<file path="src/design/hm29_pkg.sv">
/*
  constants shared by the homing method 29 sequencer and its input conditioner.
  assumes one 100 MHz system clock and a synchronous active-high reset.
*/
package hm29_pkg;

  // ----------------------------------------------------------------
  // switch input lanes
  // ----------------------------------------------------------------
  localparam int unsigned NUM_IN     = 3;
  localparam int unsigned IDX_ORIGIN = 0;
  localparam int unsigned IDX_LIMIT  = 1;
  localparam int unsigned IDX_DECEL  = 2;
  localparam logic [2:0]  PIN_RESET  = 3'h0;

  // ----------------------------------------------------------------
  // speed commands to the speed loop
  // ----------------------------------------------------------------
  typedef enum logic [2:0] {
    HM29_CMD_ZERO     = 3'h0,
    HM29_CMD_REV_HIGH = 3'h1,
    HM29_CMD_REV_LOW  = 3'h2,
    HM29_CMD_FWD_LOW  = 3'h3,
    HM29_CMD_FWD_HIGH = 3'h4
  } hm29_cmd_t;

  // ----------------------------------------------------------------
  // sequencer states
  // ----------------------------------------------------------------
  typedef enum logic [2:0] {
    HM29_ST_IDLE     = 3'h0,
    HM29_ST_REV_HIGH = 3'h1,
    HM29_ST_REV_LOW  = 3'h2,
    HM29_ST_FWD_LOW  = 3'h3,
    HM29_ST_FWD_HIGH = 3'h4
  } hm29_state_t;

  // ----------------------------------------------------------------
  // sub-case picked at start, set to HM29_CASE_LIMIT when the reverse limit is hit at reverse high speed
  // ----------------------------------------------------------------
  typedef enum logic [1:0] {
    HM29_CASE_NONE    = 2'h0,
    HM29_CASE_NO_DEC  = 2'h1,
    HM29_CASE_DEC     = 2'h2,
    HM29_CASE_LIMIT   = 2'h3
  } hm29_case_t;

endpackage

</file>
<file path="src/design/hm29_edge_if.sv">
/*
  carrier for synchronised switch levels and their edge pulses.
  assumes both ends run on sys_clk.
*/
`timescale 1ns/1ps
interface hm29_edge_if;
  logic [2:0] level;
  logic [2:0] rise;
  logic [2:0] fall;

  modport src (output level, output rise, output fall);
  modport snk (input level, input rise, input fall);
endinterface

</file>
<file path="src/design/hm29_in_cond.sv">
/*
  two-flop synchronisers and edge detectors for the switch pins.
  assumes the pins are asynchronous to sys_clk.
*/
`timescale 1ns/1ps
module hm29_in_cond
  import hm29_pkg::*;
(
  input  wire logic          sys_clk,
  input  wire logic          rst,
  input  wire logic [2:0]    pins,
  hm29_edge_if.src           edges
);

  logic [2:0] meta_reg;
  logic [2:0] sync_reg;
  logic [2:0] prev_reg;

  // ----------------------------------------------------------------
  // synchronise and keep one older sample per lane
  // ----------------------------------------------------------------
  // synchroniser runs through reset so levels are valid at release
  always_ff @(posedge sys_clk) begin
    meta_reg <= pins;
    sync_reg <= meta_reg;
  end

  // older sample for edge detection; a held pin may give one idle edge
  always_ff @(posedge sys_clk) begin
    if (rst) begin
      prev_reg <= PIN_RESET;
    end else begin
      prev_reg <= sync_reg;
    end
  end

  genvar g;
  generate
    for (g = 0; g < NUM_IN; g++) begin : g_lane
      assign edges.level[g] = sync_reg[g];
      assign edges.rise[g]  = sync_reg[g] & ~prev_reg[g];
      assign edges.fall[g]  = ~sync_reg[g] & prev_reg[g];
    end
  endgenerate

endmodule // hm29_in_cond

</file>
<file path="src/design/hm29_sequencer.sv">
/*
  homing method 29 sequencer: drives a speed command from origin switch edges,
  the reverse limit and the deceleration point validity input.
  assumes start is a one-cycle pulse on sys_clk; switch pins are asynchronous.
*/
`timescale 1ns/1ps

module hm29_sequencer
  import hm29_pkg::*;
(
  input  wire logic    sys_clk,
  input  wire logic    rst,
  input  wire logic    start,
  input  wire logic    origin_pin,
  input  wire logic    rev_limit_pin,
  input  wire logic    decel_valid_pin,
  output hm29_cmd_t    cmd_reg,
  output logic         busy_reg,
  output logic         done_reg,
  output hm29_case_t   case_reg
);

  hm29_edge_if  edges ();
  hm29_state_t  state_reg;
  hm29_state_t  state_next;
  hm29_case_t   case_next;

  logic origin_rise;
  logic origin_fall;
  logic limit_on;
  logic decel_on;

  // ----------------------------------------------------------------
  // input conditioning
  // ----------------------------------------------------------------
  hm29_in_cond u_in_cond (
    .sys_clk (sys_clk),
    .rst     (rst),
    .pins    ({decel_valid_pin, rev_limit_pin, origin_pin}),
    .edges   (edges)
  );

  assign origin_rise = edges.rise[IDX_ORIGIN];
  assign origin_fall = edges.fall[IDX_ORIGIN];
  assign limit_on    = edges.level[IDX_LIMIT];
  assign decel_on    = edges.level[IDX_DECEL];

  // ----------------------------------------------------------------
  // command decode
  // ----------------------------------------------------------------
  function automatic hm29_cmd_t speed_of(input hm29_state_t st);
    hm29_cmd_t c;
    c = HM29_CMD_ZERO;
    case (st)
      HM29_ST_REV_HIGH: c = HM29_CMD_REV_HIGH;
      HM29_ST_REV_LOW:  c = HM29_CMD_REV_LOW;
      HM29_ST_FWD_LOW:  c = HM29_CMD_FWD_LOW;
      HM29_ST_FWD_HIGH: c = HM29_CMD_FWD_HIGH;
      default:          c = HM29_CMD_ZERO;
    endcase
    return c;
  endfunction

  // ----------------------------------------------------------------
  // next state
  // ----------------------------------------------------------------
  always_comb begin
    state_next = state_reg;
    case_next  = case_reg;
    case (state_reg)
      HM29_ST_IDLE: begin
        if (start) begin
          if (decel_on) begin
            state_next = HM29_ST_REV_LOW;
            case_next  = HM29_CASE_DEC;
          end else begin
            state_next = HM29_ST_REV_HIGH;
            case_next  = HM29_CASE_NO_DEC;
          end
        end
      end
      HM29_ST_REV_HIGH: begin
        // limit wins over a same-cycle origin edge for safety
        if (limit_on) begin
          state_next = HM29_ST_FWD_HIGH;
          case_next  = HM29_CASE_LIMIT;
        end else if (origin_rise) begin
          state_next = HM29_ST_REV_LOW;
        end
      end
      HM29_ST_FWD_HIGH: begin
        if (origin_rise) begin
          state_next = HM29_ST_REV_LOW;
        end
      end
      HM29_ST_REV_LOW: begin
        if (origin_fall) begin
          state_next = HM29_ST_FWD_LOW;
        end
      end
      HM29_ST_FWD_LOW: begin
        if (origin_rise) begin
          state_next = HM29_ST_IDLE;
        end
      end
      default: begin
        state_next = HM29_ST_IDLE;
      end
    endcase
  end

  // ----------------------------------------------------------------
  // state and sub-case
  // ----------------------------------------------------------------
  always_ff @(posedge sys_clk) begin
    if (rst) begin
      state_reg <= HM29_ST_IDLE;
      case_reg  <= HM29_CASE_NONE;
    end else begin
      state_reg <= state_next;
      case_reg  <= case_next;
    end
  end

  // ----------------------------------------------------------------
  // registered outputs
  // ----------------------------------------------------------------
  always_ff @(posedge sys_clk) begin
    if (rst) begin
      cmd_reg  <= HM29_CMD_ZERO;
      busy_reg <= 1'b0;
      done_reg <= 1'b0;
    end else begin
      cmd_reg  <= speed_of(state_next);
      busy_reg <= (state_next != HM29_ST_IDLE);
      done_reg <= (state_reg == HM29_ST_FWD_LOW) && origin_rise;
    end
  end
endmodule // hm29_sequencer

</file>
<file path="config.mk">
export PLATFORM = sky130hd
export DESIGN_NAME = hm29_sequencer
export DESIGN_NICKNAME = d
export VERILOG_FILES = /design/src/design/hm29_pkg.sv /design/src/design/hm29_edge_if.sv /design/src/design/hm29_in_cond.sv /design/src/design/hm29_sequencer.sv
export SDC_FILE = /design/constraint.sdc
export NUM_CORES = 1
export LEC_CHECK = 0
export ABC_AREA = 1
export ABC_CLOCK_PERIOD_IN_PS = 1500
export BUFFER_PORTS_ARGS = -buffer_cell sky130_fd_sc_hd__buf_2
export CORE_MARGIN = 3
export CORE_UTILIZATION = 23
export CTS_BUF_LIST = sky130_fd_sc_hd__clkbuf_4 sky130_fd_sc_hd__clkbuf_8
export DETAILED_ROUTE_END_ITERATION = 8
export GPL_TIMING_DRIVEN = 0
export PLACE_DENSITY = 0.47
export SLEW_MARGIN = 20
export SYNTH_ARGS = -nofsm -noshare
export SYNTH_HDL_FRONTEND = slang
export SYNTH_HIERARCHICAL = 1
export SYNTH_SLANG_ARGS = --single-unit
</file>
<file path="constraint.sdc">
create_clock -name sys_clk -period 1.5 [get_ports sys_clk]
set_clock_uncertainty 0.05 [all_clocks]
set_input_delay 0.075 -clock sys_clk [delete_from_list [all_inputs] [get_ports sys_clk]]
set_output_delay 0.075 -clock sys_clk [all_outputs]
set_load 0.02 [all_outputs]
</file>
==> qor.yml, run 1 <==
setup_path:
  rrSetupSlack_ns: 0.22
  worstSetupPathType: "reg2reg"
  r2r_end: "busy_reg"
  arrival_ns: 1.42
  path_max_fanout: 5
  r2r-start: "u_in_cond/edges.level[0]"
  required_ns: 1.64
  r2r_cells: 9
  end_kind: "register"
  critPathLaunchType: "register"
global_routing:
  antenna_found_initial: 0
  gr-total-overflow: 0
  grt_pass1_wl_mm: 1.73
  track_usage: 0.0700
  grt_pass1_vias: 439
  grt_max_degree: 10
timing:
  rsz0062_at_grt: "false"
  setup_viol: 0
  hold_violations: 0
  fin_crit_sh: 0.851
  tns_ns: 0
  worst_slew_pin_slew_ns: 0.214
  fmax_mhz: 783
  slew_viol_final: 0
  fin_crit_ns: 1.28
  max_slew_margin: 0.857
power_and_ir_drop:
  ir_drop_uv: 520
  power_density_nw_per_um2: 1170
  p_leak_uw: 0.000418
  power.total_uw: 892
routing:
  vias_per_cell: 3.87
  num_vias: 464
  remaining_drc_errors: 0
  wl_mm: 1.04
  routedWlPerCell_um: 8.63
  drt-initial-drc-count: 5
  dr.pass1.iters: 3
  detail-route-antenna-nets: 0
cells_and_area:
  syn_to_final_growth_pct: 28.1
  final_core_util: 0.327
  drive_above_1_share: 0.250
  final_nets: 99
  antenna_cells: 0
clocking:
  ctsRootBufferMaster: "clkbuf_4"
  cts.sink_count: 17
  cts_tree: "done"
  cts_max_level: 1
  insertion_delay_ns: 0.28
  path_clk_slew_ns: 0.09
  clockBufferDepth: 2
  cts_made_buffers: 3
  post_cts_buffers: 0
yosys:
  synthCells: 72
  syn-num-nets: 78
  avgSynthCellArea_sq_um: 8.29
  synth_area_sq_um: 597
  ys_warn_count: 6
floorplanning:
  rows: 17
  die_w_um: 56.9
  dieArea_sq_um: 3240
  io_pins: 13
  start_util: 0.255
  core_sq_um: 2340
  die_h_um: 56.9
place:
  place.gp.congestion: 0.744
  portBuffers: 12
  dp_hpwl_um: 760
run_status:
  status: "complete, no violations"
hold_path:
  worstHoldStart: "start"
  worstHoldPathCells: 5
  hold_class: "in2reg"
  hold_end: "case_reg[0]"
run:
  cap_violations: 0
per-stage QoR:
step / setup WS [ns] / cell area, sq um / hold WS (ns) / cells
2_1_floorplan: 0.327 / 597 / 0.0527 / 72
3_3_place_gp: 0.198 / 692 / 0.127 / 112
3_5_place_dp: 0.169 / 692 / 0.129 / 112
4_1_cts: 0.150 / 762 / 0.189 / 120
5_1_grt: 0.0818 / 764 / 0.212 / 120
6_report: 0.223 / 764 / 0.199 / 120
area by class of cell:
cell class	instances	area (sq um)
multi-input cells	42	206
fillers	273	1580
clock buffers	4	30.0
plain buffers	1	7.51
well taps	28	35.0
repair buffers	16	100
inverters	12	45.0
flip-flops and latches	17	340
critical path, cell delays in order, from the launching register on:
cell,delay (ns)
dfxtp_1,0.34
inv_1,0.06
nor2_2,0.13
inv_1,0.12
o21ai_1,0.13
nand2_1,0.10
nor2_4,0.10
nand2_1,0.05
nand2_1,0.05
nand2_1,0.04
report_power, final:
group          internal, uW  switching (uW)
registers               484            17.2
logic                  53.8            83.9
clock network           121             132
timing repair:
item	CTS	global route
hold buffers	4	0
setup endpoints to repair	0	1
endpoints found under the hold margin	8	0
resized for setup	0	1
metal layers:
layer,GRT usage,vias up,share of wire
li1,-,260,-
met1,0.0776,191,0.48
met2,0.111,11,0.43
met3,0.0317,2,0.069
met4,0.0397,0,0.015
met5,0,-,0
cell usage in the layout, fill, tap and decap left out:
cell type	n
buf_2	12
nor4_1	1
o211ai_1	1
clkbuf_4	4
buf_4	1
dlygate4sd3_1	4
nand3_1	7
nor2_2	4
nor2_4	2
nor2_1	10
inv_1	12
nand2_1	14
o211a_1	1
dfxtp_1	17
a21oi_1	1
o21ai_1	1
how the worst max path moves through the flow:
stage	start	to	slack, ns	cells past startpoint
after floorplan	u_in_cond/edges.level[0]	busy_reg	0.33	9
after global placement	u_in_cond/edges.level[0]	busy_reg	0.20	9
after detailed placement	u_in_cond/edges.level[0]	busy_reg	0.17	9
after CTS	u_in_cond/edges.level[0]	busy_reg	0.15	9
after global routing	u_in_cond/edges.level[0]	busy_reg	0.08	9
final	u_in_cond/edges.level[0]	busy_reg	0.22	9
(Power assumes the default switching activity.)
==> run 2: changes to the inputs <==
--- a/config.mk
+++ b/config.mk
@@ -14,6 +14,7 @@
 export DETAILED_ROUTE_END_ITERATION = 8
 export GPL_TIMING_DRIVEN = 0
 export PLACE_DENSITY = 0.47
+export RECOVER_POWER = 50
 export SLEW_MARGIN = 20
 export SYNTH_ARGS = -nofsm -noshare
 export SYNTH_HDL_FRONTEND = slang
==> run 2 against run 1 <==
Effect of this change: critical path depth unchanged; sequential power about the same; utilization down 0.32 points; power down 0.31%; via count unchanged; wire length up 0.77%; design area down 0.98%; critical path type unchanged.
==> qor.yml, run 2 (synthesized netlist as in run 1, its figures left out) <==
timing:
  max_slew_margin: 0.775  # was 0.857
  slew_viol_final: 0  # unchanged
  setup_viol: 0  # unchanged
  worst_slew_pin_slew_ns: 0.337  # was 0.214 ns
  rsz0062_at_grt: "false"  # unchanged
  tns_ns: 0  # unchanged
  fin_crit_ns: 1.28  # about the same
  timing.final.ws_setup_ns: 0.221  # was 0.223 ns
  fin_crit_sh: 0.853  # was 0.851
  fmax_mhz: 782  # was 783 MHz
  hold_violations: 0  # unchanged
global_routing:
  grt_pass1_vias: 439  # unchanged
  grt_max_degree: 10  # unchanged
  track_usage: 0.0700  # unchanged
  gr-total-overflow: 0  # unchanged
  antenna_found_initial: 0  # unchanged
  grt_pass1_wl_mm: 1.73  # unchanged
clocking:
  clockBufferDepth: 2  # unchanged
  insertion_delay_ns: 0.28  # about the same
  cts_max_level: 1  # unchanged
  path_clk_slew_ns: 0.09  # about the same
  cts.sink_count: 17  # unchanged
  cts_tree: "done"  # unchanged
  post_cts_buffers: 0  # unchanged
  ctsRootBufferMaster: "clkbuf_4"  # unchanged
  cts_made_buffers: 3  # unchanged
cells_and_area:
  final_common_cell: "dfxtp_1"  # unchanged
  layout_common_cells: "dfxtp_1, nand2_1, inv_1, nor2_1, nand3_1"  # was dfxtp_1, nand2_1, inv_1, buf_2, nor2_1
  final_nets: 99  # unchanged
  fill_cells: 274  # was 273
  syn_to_final_growth_pct: 26.8  # was 28.1%
  drive_above_1_share: 0.185  # was 0.250
  antenna_cells: 0  # unchanged
setup_path:
  arrival_ns: 1.42  # about the same
  rrSetupSlack_ns: 0.22  # about the same
  critPathLaunchType: "register"  # unchanged
  crit_slowest_cell: "dfxtp_1"  # unchanged
  end_kind: "register"  # unchanged
  path_max_fanout: 5  # unchanged
  cpMostUsedCell: "nand2_1"  # unchanged
  cp_cell_sequence: "inv_1 -> nor2_2 -> inv_1 -> o21ai_1 -> nand2_1 -> nor2_4 -> nand2_1 -> nand2_1 -> nand2_1"  # unchanged
  cpPeakStageDelay_ns: 0.34  # about the same
  required_ns: 1.64  # about the same
  worstSetupPathType: "reg2reg"  # unchanged
run:
  cap_violations: 0  # unchanged
routing:
  remaining_drc_errors: 0  # unchanged
  wl_mm: 1.04  # about the same
  num_vias: 464  # unchanged
  dr.pass1.iters: 3  # unchanged
  routedWlPerCell_um: 8.70  # was 8.63 um
  vias_per_cell: 3.87  # unchanged
  detail-route-antenna-nets: 0  # unchanged
  drt-initial-drc-count: 6  # was 5
floorplanning:
  die_h_um: 56.9  # unchanged
  die_w_um: 56.9  # unchanged
  core_sq_um: 2340  # unchanged
  rows: 17  # unchanged
  io_pins: 13  # unchanged
  dieArea_sq_um: 3240  # unchanged
  start_util: 0.255  # unchanged
place:
  place.gp.congestion: 0.744  # unchanged
  post-place-ws_ns: 0.169  # unchanged
  dp_hpwl_um: 760  # unchanged
  portBuffers: 12  # unchanged
power_and_ir_drop:
  p_leak_uw: 0.000395  # was 0.000418 uW
  ir_drop_uv: 520  # about the same
  power_density_nw_per_um2: 1180  # was 1170 nW/um^2
hold_path:
  hold_class: "in2reg"  # unchanged
run_status:
  status: "complete, no violations"  # unchanged
run 2: changes by cell type in the layout (fill, tap and decap cells not counted), sizes merged:
cell | before | now
clkbuf | 4 | 10
buf | 13 | 7
run 2: layer usage:
layer,routed length [um],track usage,share of wire
met4,16,0.0397,0.015
met5,0,0,0
met3,75,0.0317,0.072
met1,501,0.0776,0.48
met2,450,0.111,0.43
run 2: report_power, final:
group	internal, uW	total [uW]	leakage [uW]	switching (uW)
combinational	50.5	135	0.000236	84.0
clock	121	254	0.0000184	132
sequential	484	501	0.000141	17.6
total	656	890	0.000395	234
run 2: repair_timing:
| item | 4_1_cts | 5_1_grt |
|---|---|---|
| resized for setup | 0 | 1 |
| endpoints found under the setup margin | 0 | 1 |
| hold buffers | 4 | 0 |
| endpoints found under the hold margin | 8 | 0 |
run 2: worst paths after layout:
kind,startpoint,endpoint,depth (start not counted)
min,start,case_reg[0],5
min reg2reg,u_in_cond/meta_reg[1],u_in_cond/edges.level[1],0
max reg2reg,u_in_cond/edges.level[0],busy_reg,9
max,u_in_cond/edges.level[0],busy_reg,9
run 2: worst max-delay path, delay by kind of cell, from the launching register on:
kind | cells | cell delay, ns
buffers and inverters | 2 | 0.18
flip-flops | 1 | 0.34
AND/OR/NAND/NOR | 6 | 0.47
AO/OA/AOI/OAI | 1 | 0.13
run 2: metrics by stage:
stage	power (uW)	instances	cell area (sq um)	util	hold slack, ns
floorplan	602	72	597	-	0.0527
global placement	639	112	692	0.296	0.127
detailed placement	641	112	692	0.296	0.129
CTS	910	120	762	0.326	0.189
global route	952	120	757	0.324	0.212
finish	890	120	757	0.324	0.199
run 2: layout make-up:
| type | count | area (sq um) | area share |
|---|---|---|---|
| Multi-Input combinational cell | 42 | 206 | 0.273 |
| Tap cell | 28 | 35.0 | 0.0463 |
| Clock buffer | 4 | 30.0 | 0.0397 |
| Inverter | 12 | 45.0 | 0.0595 |
| Sequential cell | 17 | 340 | 0.450 |
| Timing Repair Buffer | 16 | 92.6 | 0.122 |
| Buffer | 1 | 7.51 | 0.00992 |
